`config.mk`:
```
export PLATFORM = sky130hd
export DESIGN_NAME = wdtr_top
export DESIGN_NICKNAME = d
export VERILOG_FILES = /design/src/verilog/wdtr_pkg.sv /design/src/verilog/wdtr_top.sv
export SDC_FILE = /design/constraint.sdc
export NUM_CORES = 1
export LEC_CHECK = 0
export ABC_AREA = 0
export BUFFER_PORTS_ARGS = -buffer_cell sky130_fd_sc_hd__clkbuf_2
export CAP_MARGIN = 10
export CORE_ASPECT_RATIO = 0.5
export CORE_MARGIN = 8
export CORE_UTILIZATION = 60
export CTS_CLUSTER_SIZE = 14
export DETAILED_ROUTE_END_ITERATION = 12
export MAX_ROUTING_LAYER = met4
export PLACE_DENSITY = 0.82
export REMOVE_ABC_BUFFERS = 1
export SYNTH_ARGS = -nofsm -noshare
export SYNTH_HDL_FRONTEND = slang
export SYNTH_SLANG_ARGS = --single-unit
```
`constraint.sdc`:
```
create_clock -name i_sys_clk -period 10.8 [get_ports i_sys_clk]
set_clock_uncertainty 0.2 [all_clocks]
set_input_delay 1.08 -clock i_sys_clk [delete_from_list [all_inputs] [get_ports i_sys_clk]]
set_output_delay 1.08 -clock i_sys_clk [all_outputs]
set_load 0.02 [all_outputs]
```
`src/verilog/wdtr_pkg.sv`:
```
package wdtr_pkg;
    localparam logic [7:0] WCS_ADDR  = 8'h21;
    localparam logic [7:0] RCS_ADDR  = 8'h34;
    localparam int         IF_BIT    = 7;
    localparam int         IE_BIT    = 6;
    localparam int         PS_HI_BIT = 5;
    localparam int         CE_BIT    = 4;
    localparam int         EN_BIT    = 3;
    localparam int         WD_BIT    = 3;
    localparam int         BO_BIT    = 2;
    localparam int         EX_BIT    = 1;
    localparam int         PO_BIT    = 0;
    localparam logic [3:0] RCS_RST   = 4'h1;
    localparam logic [3:0] PS_RST    = 4'h0;
    localparam logic [3:0] PS_MAX    = 4'h9;
    localparam logic [2:0] WIN_CYC   = 3'h4;
    localparam int         CNT_W     = 20;
    localparam int         BASE_LOG2 = 11;

    typedef enum logic {
        WIN_IDLE = 1'b0,
        WIN_OPEN = 1'b1
    } wdtr_win_t;

    typedef struct packed {
        logic       wr;
        logic       rd;
        logic [7:0] addr;
        logic [7:0] wdata;
    } wdtr_io_req_t;
endpackage

```
`src/verilog/wdtr_top.sv`:
```
`timescale 1ns/1ps
// Contract
// - Level 1 starts disabled; writing one to enable enables freely.
// - Level 2 keeps the watchdog running; enable reads as one.
// - Level 2 prescale change uses the same two-write timed sequence.
// - Level 2 ignores every disable attempt.
// - Change-enable clears itself four clocks after being set.
// - Enable clears only with the change window open.
// - Prescale writes outside the change window are ignored.
// - Level 1 forces enable on while the watchdog cause flag is set.
// - Watchdog cause flag set on watchdog reset, cleared by zero write.
// - Brown-out cause flag set on brown-out, cleared by zero write.
// - Pin cause flag set on pin reset, cleared by zero write.
// - Power-on flag set at power-on, cleared only by zero write.
// - Upper four cause bits read as zero.
// - Interrupt flag set on interrupt time-out; cleared by vector or one.
// - Interrupt requested only with global enable and flag, plus irq enable or armed by a both-on time-out.
// - Both off stops; irq enable alone interrupts; enable alone resets.
// - Both on: interrupt, clear irq enable; next time-out resets.
// - Prescale code selects 2K doubling up to 1024K oscillator cycles.
// - Prescale top bit at position 5, low bits at 2 to 0.
// - Reserved prescale codes fall back to a valid lower setting.
// - Counter advances on ticks of the separate 128 kHz oscillator.
// - Restart, disable or chip reset clears the counter.
// - Fuse selects level: unprogrammed level 1, programmed level 2.
// - Reset time-out gives a one-cycle reset pulse.
module wdtr_top
    import wdtr_pkg::*;
(
    input  wire logic         i_sys_clk,      // System clock, 100 MHz.
    input  wire logic         i_rstn,         // Power-on reset, active low.
    input  wire wdtr_io_req_t i_io,           // Register port request.
    output logic [7:0]        o_io_rdata,     // Registered read data.
    input  wire logic         i_osc_tick,     // One pulse per osc cycle.
    input  wire logic         i_wdr,          // Restart instruction pulse.
    input  wire logic         i_safety_level_fuse, // High: programmed.
    input  wire logic         i_global_ie,    // Global interrupt enable.
    input  wire logic         i_irq_ack,      // Vector executed pulse.
    input  wire logic         i_ext_rst,      // Pin reset event pulse.
    input  wire logic         i_bor_rst,      // Brown-out reset event pulse.
    output logic              o_irq,          // Time-out interrupt request.
    output logic              o_wdt_reset     // One-cycle reset pulse.
);
    function automatic logic [CNT_W-1:0] limit_of(input logic [3:0] code);
        logic [3:0] c;
        c = (code > PS_MAX) ? PS_MAX : code;
        return CNT_W'((32'h1 << (BASE_LOG2 + int'(c))) - 1);
    endfunction

    wdtr_win_t        win_q;
    logic [2:0]       win_cnt_q;
    logic             en_q;
    logic             ie_q;
    logic             if_q;
    logic             armed_q;
    logic [3:0]       ps_q;
    logic [3:0]       rc_q;
    logic [CNT_W-1:0] cnt_q;
    logic             rst_pulse_q;
    logic             level2;
    logic             wr_wcs;
    logic             wr_rcs;
    logic             open_req;
    logic             win_write;
    logic             chip_rst;
    logic             en_eff;
    logic             running;
    logic             timeout;
    logic             to_irq;
    logic             to_rst;
    logic [7:0]       wd;
    logic [7:0]       wcs_rd;

    assign level2    = i_safety_level_fuse;
    assign wd        = i_io.wdata;
    assign wr_wcs    = i_io.wr && (i_io.addr == WCS_ADDR);
    assign wr_rcs    = i_io.wr && (i_io.addr == RCS_ADDR);
    assign open_req  = wr_wcs && wd[CE_BIT] && wd[EN_BIT];
    assign win_write = wr_wcs && (win_q == WIN_OPEN) && !wd[CE_BIT];
    // Any non power-on reset reinitialises control but keeps cause flags.
    assign chip_rst  = rst_pulse_q || i_ext_rst || i_bor_rst;
    assign en_eff    = level2 || en_q;
    assign running   = en_eff || ie_q;
    assign timeout   = running && i_osc_tick && (cnt_q == limit_of(ps_q));
    assign to_irq    = timeout && ie_q;
    assign to_rst    = timeout && !ie_q && en_eff;

    // Change window: open for four cycles after the opening write, or until a write in it with the change bit clear.
    always_ff @(posedge i_sys_clk or negedge i_rstn) begin
        if (!i_rstn) begin
            win_q     <= WIN_IDLE;
            win_cnt_q <= 3'h0;
        end else if (chip_rst) begin
            win_q     <= WIN_IDLE;
            win_cnt_q <= 3'h0;
        end else if (open_req) begin
            win_q     <= WIN_OPEN;
            win_cnt_q <= WIN_CYC;
        end else begin
            unique case (win_q)
                WIN_IDLE: begin
                    win_cnt_q <= 3'h0;
                end
                WIN_OPEN: begin
                    win_cnt_q <= win_cnt_q - 3'h1;
                    if (win_write || win_cnt_q == 3'h1) begin
                        win_q <= WIN_IDLE;
                    end
                end
            endcase
        end
    end

    // Enable: set freely, cleared only inside the window at level 1.
    always_ff @(posedge i_sys_clk or negedge i_rstn) begin
        if (!i_rstn) begin
            en_q <= 1'b0;
        end else if (chip_rst) begin
            en_q <= 1'b0;
        end else if (rc_q[WD_BIT]) begin
            en_q <= 1'b1;
        end else if (win_write && !level2) begin
            en_q <= wd[EN_BIT];
        end else if (wr_wcs && wd[EN_BIT]) begin
            en_q <= 1'b1;
        end
    end

    always_ff @(posedge i_sys_clk or negedge i_rstn) begin
        if (!i_rstn) begin
            ps_q <= PS_RST;
        end else if (chip_rst) begin
            ps_q <= PS_RST;
        end else if (win_write) begin
            ps_q <= {wd[PS_HI_BIT], wd[2:0]};
        end
    end

    // A software write of the irq enable wins over the hardware clear so
    // that a handler re-arming at the time-out edge is not lost.
    always_ff @(posedge i_sys_clk or negedge i_rstn) begin
        if (!i_rstn) begin
            ie_q <= 1'b0;
        end else if (chip_rst) begin
            ie_q <= 1'b0;
        end else if (wr_wcs) begin
            ie_q <= wd[IE_BIT];
        end else if (to_irq && en_eff) begin
            ie_q <= 1'b0;
        end
    end

    // Keeps the pending request alive after the enable was cleared.
    always_ff @(posedge i_sys_clk or negedge i_rstn) begin
        if (!i_rstn) begin
            armed_q <= 1'b0;
        end else if (to_irq && en_eff) begin
            armed_q <= 1'b1;
        end else if (chip_rst || !if_q) begin
            armed_q <= 1'b0;
        end
    end

    always_ff @(posedge i_sys_clk or negedge i_rstn) begin
        if (!i_rstn) begin
            if_q <= 1'b0;
        end else if (to_irq) begin
            if_q <= 1'b1;
        end else if (chip_rst || i_irq_ack || (wr_wcs && wd[IF_BIT])) begin
            if_q <= 1'b0;
        end
    end

    always_ff @(posedge i_sys_clk or negedge i_rstn) begin
        if (!i_rstn) begin
            cnt_q <= '0;
        end else if (chip_rst || !running || i_wdr || timeout) begin
            cnt_q <= '0;
        end else if (i_osc_tick) begin
            cnt_q <= cnt_q + CNT_W'(1);
        end
    end

    always_ff @(posedge i_sys_clk or negedge i_rstn) begin
        if (!i_rstn) begin
            rst_pulse_q <= 1'b0;
        end else begin
            rst_pulse_q <= to_rst && !chip_rst;
        end
    end

    // Hardware sets win over a software zero write in the same cycle.
    always_ff @(posedge i_sys_clk or negedge i_rstn) begin
        if (!i_rstn) begin
            rc_q <= RCS_RST;
        end else begin
            rc_q <= (wr_rcs ? (rc_q & wd[3:0]) : rc_q)
                  | {rst_pulse_q, i_bor_rst, i_ext_rst, 1'b0};
        end
    end

    assign wcs_rd = {if_q, ie_q, ps_q[3], win_q == WIN_OPEN, en_eff,
                     ps_q[2:0]};

    always_ff @(posedge i_sys_clk or negedge i_rstn) begin
        if (!i_rstn) begin
            o_io_rdata <= 8'h00;
        end else if (i_io.rd && i_io.addr == WCS_ADDR) begin
            o_io_rdata <= wcs_rd;
        end else if (i_io.rd && i_io.addr == RCS_ADDR) begin
            o_io_rdata <= {4'h0, rc_q};
        end else begin
            o_io_rdata <= 8'h00;
        end
    end

    assign o_irq = if_q && i_global_ie && (ie_q || armed_q);
    assign o_wdt_reset = rst_pulse_q;
endmodule
```
Word-level counts from Yosys, hierarchy flattened
Index checks and enable logic that the tools add are counted.
{ "totals": {"elab_cells": 94, "reg_bits": 45, "out_inout_bits": 10, "in_bits": 27} }
{ "classes": {"n_bitwise": 3, "n_mux": 26, "n_lt_le_gt_ge": 1, "shifts": 1, "n_reduce_logical": 44, "n_eq_ne": 4, "n_addsub": 4} }
{ "ops": {"columns": ["cell", "n"], "rows": [
  ["20-bit two-way mux", 2],
  ["20-bit by 1-bit adder with 20-bit output, second input constant", 1],
  ["20-bit equality test", 1],
  ["1-bit logical AND", 20],
  ["4-bit two-way mux", 5],
  ["1-bit by 5-bit << shifter with 20-bit output, first input constant", 1],
  ["20-bit by 1-bit subtractor with 20-bit output, second input constant", 1],
  ["8-bit by 6-bit equality test with 1-bit output, second input constant", 2],
  ["1-bit two-way mux", 15],
  ["1-bit logical OR", 12],
  ["8-bit two-way mux", 1],
  ["2-bit nonzero test", 4],
  ["1-bit zero test", 6],
  ["3-bit two-way mux", 2],
  ["3-bit one-hot mux with 2 select lines", 1],
  ["4-bit by 4-bit adder with 5-bit output, first input constant", 1],
  ["4-bit AND", 1],
  ["4-bit greater-than comparator, second input constant", 1],
  ["4-bit bitwise OR", 1],
  ["4-bit nonzero test", 1],
  ["3-bit by 1-bit equality test with 1-bit output, second input constant", 1],
  ["3-bit nonzero test", 1],
  ["3-bit by 1-bit subtractor with 3-bit output, second input constant", 1],
  ["1-bit NOT", 1]
]} }

Logic depth before layout (Yosys ltp)
{ "depth": {"depth_word": 12, "ltp_mapped": 19} }

Worst setup path after synthesis
No wires, ideal clock.
{ "synth_timing": {"kind": "reg-to-reg", "startpoint": "register ps_q[0]", "endpoint": "register cnt_q[0]", "path_buffers": 5, "path_stages_with_launch": 18, "path_slack_ps": 6863, "t_arrival_ps": 3592, "setup_ps": 145, "cell_sequence": "dfrtp_1 > buf_2 > nor2_1 > nand2_1 > ha_1 > buf_2 > buf_1 > nor2_1 > nand4_1 > ha_1 > clkbuf_1 > a21boi_0 > o21ai_0 > xnor2_1 > nand4b_1 > nor4_4 > buf_6 > nor3_2"} }
{ "synth_between": {"elab_chain_cells": 9} }
{ "synth_lines": {"columns": ["item", "line", "source"], "rows": [
  ["from (decl)", "wdtr_top.sv:56", "logic [3:0] ps_q;"],
  ["from (signal assigned)", "wdtr_top.sv:135", "ps_q <= {wd[PS_HI_BIT], wd[2:0]};"],
  ["4-bit greater-than comparator", "wdtr_top.sv:46", "c = (code > PS_MAX) ? PS_MAX : code;"],
  ["4-bit two-way mux (*)", "wdtr_top.sv:46", null],
  ["4-bit by 4-bit adder with 5-bit output (*)", "wdtr_top.sv:47", "return CNT_W'((32'h1 << (BASE_LOG2 + int'(c))) - 1);"],
  ["1-bit by 5-bit << shifter with 20-bit output (*)", "wdtr_top.sv:47", null],
  ["20-bit by 1-bit subtractor with 20-bit output (*)", "wdtr_top.sv:47", null],
  ["20-bit equality test (*)", "wdtr_top.sv:84", "assign timeout = running && i_osc_tick && (cnt_q == limit_of(ps_q));"],
  ["1-bit logical AND (*)", "wdtr_top.sv:84", null],
  ["1-bit logical OR (*)", "wdtr_top.sv:177", "end else if (chip_rst || !running || i_wdr || timeout) begin"],
  ["20-bit two-way mux or 2-bit nonzero test (tied branches)", null, null],
  ["to (signal assigned)", "wdtr_top.sv:180", "cnt_q <= cnt_q + CNT_W'(1);"],
  ["to (decl)", "wdtr_top.sv:58", "logic [CNT_W-1:0] cnt_q;"]
]} }
Mark *: on every way between the ends. The rest lies on a longest branch, timed or not.
A chain may end at the register's enable or synchronous reset.

Worst setup path in the final report
{ "layout_timing": {"startpoint": "register ps_q[0]", "endpoint": "register armed_q"} }
{ "layout_between": {"elab_chain_cells": 10} }
{ "layout_lines": {"columns": ["item", "line", "source"], "rows": [
  ["4-bit greater-than comparator", "wdtr_top.sv:46", null],
  ["4-bit two-way mux (*)", "wdtr_top.sv:46", null],
  ["4-bit by 4-bit adder with 5-bit output (*)", "wdtr_top.sv:47", null],
  ["1-bit by 5-bit << shifter with 20-bit output (*)", "wdtr_top.sv:47", null],
  ["20-bit by 1-bit subtractor with 20-bit output (*)", "wdtr_top.sv:47", null],
  ["20-bit equality test (*)", "wdtr_top.sv:84", null],
  ["1-bit logical AND (*)", "wdtr_top.sv:84", null],
  ["1-bit logical AND (*)", "wdtr_top.sv:85", "assign to_irq = timeout && ie_q;"],
  ["1-bit logical AND (*)", "wdtr_top.sv:157", "end else if (to_irq && en_eff) begin"],
  ["1-bit two-way mux or 2-bit nonzero test (tied branches)", null, null],
  ["to (signal assigned)", "wdtr_top.sv:156", "armed_q <= 1'b0;"],
  ["to (signal assigned)", "wdtr_top.sv:158", "armed_q <= 1'b1;"],
  ["to (signal assigned)", "wdtr_top.sv:160", "armed_q <= 1'b0;"],
  ["to (decl)", "wdtr_top.sv:55", "logic armed_q;"]
]} }
Marked as above.

==> reports/metrics.csv <==
metric,value,unit
GRT overflow,0,
clock tree buffer depth,2,
mapped cell area,0.00310,mm²
die area,0.00786,mm²
max-slew violations,0,
unrepaired setup endpoints after global routing,false,
Ports,37,
Crit path max-delay family,simple AND/OR/NAND/NOR gates,
Hold/Removal Path Class,reg -> reg,
Critical Path End Type,flip-flop,
cell row count,18,
Final Hold Fails,0,
final worst path period need,4.71,ns
Inserted Clock Buffers,5,
max-cap violation count,0,
number of post-CTS setup repair buffers,0,
global-route wire length before repair,12600,µm
synth unique cells,59,
crit-path max FO,25,
post-route clock period utilization,43.6,%
crit path kind,reg -> reg,
cells after synthesis,339,
Fin Setup TNS,0,ns
1st-iter DRT viols,256,
initial antenna violation count,0,
dpl cell area,0.00327,mm²
Yosys reg bits,45,
CTS tree,done,
CTS Root Buffer Type,clkbuf_8,
die width,118,µm
Detailed Routing Iterations Pass 1,5,
post-synthesis async set-or-reset flop share,100,%
H-tree depth,2,
post-route cell area,0.00338,mm²
DRT antenna net count,0,
"Cell Chain, Critical Path",nor2_1 -> nand2_1 -> ha_1 -> or4b_1 -> nand2b_1 -> ha_1 -> a21boi_0 -> and4_1 -> a211oi_1 -> nor4_4 -> buf_4 -> a31o_2,
drt via density,6.01,
CTS Sinks,45,
final setup fails,0,
starting density of the core,62.6,%
Hold WS,0.261,ns
Routed WL,7320,µm
synth warn,0,
"EDFF count, synth",0,
vias,2619,
# diodes,0,
crit-path max cell delay,0.65,ns
Syn-to-layout area delta,9.16,%
Port-buffer cells,36,
Arrival @ worst endpoint,4.70,ns
P_leak,1.41,nW
CP required,10.80,ns
GP Congestion,0.922,
cell mode on critical path,ha_1,
maximum achievable frequency,212,MHz
CP bufs+invs,1,
Max VDD drop,0.0606,mV
sequential area share after synthesis,36.4,%
hold_buf cts,0,
status,finished clean,
filler cell count,418,
critical path's slowest cell,dfrtp_1,
largest net degree at the start of global routing,46,
die outline height,66.8,µm
Worst-path clk slew,0.09,ns
placed cells,426,
pwr/cell area,83.9,mW/mm²
worst skew pair latency,0.30,ns
max_slew headroom,42.4,%
core area,0.00495,mm²
Post-Layout Cell Count,436,
"Avg Cell Area, Syn",9.15,µm²
startpoint type of the worst setup path,flip-flop,
all-layer global routing usage,20.2,%
Util after Layout,68.3,%
Resized Gates After CTS,0,
drt wl/cell,16.8,µm
Main synth FF type,dfrtp_1,
layout cells sized above 1,20.8,%
Worst-Margin Slew,0.862,ns
hpwl dp,5600,µm
number of global-route vias before repair,2509,
# DRC,0,
fin nets,397,
synth_stat cells, types with 3 or more instances:
master | count | area, µm²
a21o_1 | 3 | 22.5
or2_2 | 5 | 31.3
nor3_1 | 8 | 40.0
nor3b_1 | 3 | 22.5
mux2i_1 | 5 | 50.1
clkbuf_1 | 8 | 30.0
o21ai_0 | 12 | 60.1
xnor2_1 | 17 | 149
dfrtp_1 | 44 | 1100
ha_1 | 5 | 62.6
xor2_1 | 19 | 166
and2_1 | 9 | 56.3
nand2b_1 | 6 | 37.5
a21oi_1 | 8 | 40.0
a211oi_1 | 3 | 22.5
nand3_1 | 15 | 75.1
or3_1 | 7 | 43.8
buf_6 | 3 | 33.8
nand4_1 | 8 | 50.1
nor3_2 | 20 | 200
nor2b_1 | 5 | 31.3
nor2_1 | 23 | 86.3
nor4_1 | 5 | 31.3
buf_1 | 3 | 11.3
buf_2 | 5 | 25.0
o211ai_1 | 3 | 22.5
nand2_1 | 28 | 105
and3_1 | 8 | 50.1
and4_1 | 3 | 26.3
inv_1 | 6 | 22.5
a22o_1 | 4 | 35.0
kinds of logic (layout without fill, tap and decap cells):
kind of cell | Yosys count | count (layout) | synth area share, %
xor+xnor | 36 | 36 | 10.2
mux | 5 | 5 | 1.61
fa+ha+maj | 6 | 6 | 2.34
simple gates | 166 | 166 | 32.8
buf+inv | 26 | 53 | 4.20
flops | 45 | 45 | 36.4
compound gates | 55 | 55 | 12.5
sequential cells by signal, indices dropped and copies added, names as in the netlist:
signal       flops
rc_q             4
cnt_q           20
win_cnt_q        3
en_q             1
ps_q             4
ie_q             1
o_io_rdata       8
armed_q          1
o_wdt_reset      1
if_q             1
win_q            1
layout make-up:
| cell class | count | area [µm²] | share of cell area, % |
|---|---|---|---|
| Clock buffer | 7 | 76.3 | 2.26 |
| Clock inverter | 1 | 5.00 | 0.148 |
| Inverter | 6 | 22.5 | 0.665 |
| Multi-Input combinational cell | 268 | 1840 | 54.5 |
| Sequential cell | 45 | 1130 | 33.3 |
| Tap cell | 70 | 87.6 | 2.59 |
| Timing Repair Buffer | 39 | 223 | 6.58 |
worst paths after layout:
check	from	to	slack, ns	depth (start not counted)
worst min-delay path	win_cnt_q[0]$_DFF_PN0_	win_cnt_q[0]$_DFF_PN0_	0.26	1
worst max-delay path	ps_q[0]$_DFFE_PN0P_	armed_q$_DFFE_PN0P_	6.09	12
worst max register to register	ps_q[0]$_DFFE_PN0P_	armed_q$_DFFE_PN0P_	6.09	12
worst min register to register	win_cnt_q[0]$_DFF_PN0_	win_cnt_q[0]$_DFF_PN0_	0.26	1
min in group asynchronous	i_rstn	cnt_q[5]$_DFFE_PN0P_	0.46	1
max in group asynchronous	i_rstn	rc_q[0]$_DFFE_PN1P_	9.38	2
worst reg2reg max path, delay by kind of cell, from the launching register on:
kind | cells | cell delay, ns
buffers and inverters | 1 | 0.26
and+or+nand+nor | 6 | 1.56
adders and majority gates | 2 | 0.87
DFF | 1 | 0.65
AOI/OAI and AO/OA | 3 | 1.08
layer usage:
layer	up-vias	routed length (µm)	global-route usage (%)
met4	0	52	3.79
li1	1260	-	-
met1	1241	3390	26.8
met2	112	3310	31.1
met3	6	567	4.89
met5	-	0	-
where the power goes:
group          internal (mW)  switching, mW  total, mW
Clock                 0.0455         0.0552      0.101
Combinational        0.00578        0.00887     0.0147
Sequential             0.168       0.000149      0.169
Total                  0.220         0.0642      0.284
stage by stage:
stage          total power [mW]  setup WS (ns)
2_1_floorplan             0.175           6.04
3_3_place_gp              0.185           6.24
3_5_place_dp              0.186           6.15
4_1_cts                   0.284           6.14
5_1_grt                   0.294           5.70
6_report                  0.284           6.09
cells in the final DEF, fill, tap and decap left out, types with 3 or more instances in the layout:
master	count
nand2b_1	6
a211oi_1	3
clkbuf_2	36
dfrtp_1	44
o21ai_0	12
xor2_1	19
inv_1	6
ha_1	5
nand4_1	8
and2_1	9
a22o_1	4
and3_1	8
nor3b_1	3
o211ai_1	3
nor4_1	5
xnor2_1	17
nor3_2	20
nand2_1	28
or2_2	5
nor2b_1	5
or3_1	7
clkbuf_8	5
nand3_1	15
a21oi_1	8
nor3_1	8
a21o_1	3
nor2_1	23
and4_1	3
mux2i_1	5
Power figures use the tool's default switching activity.
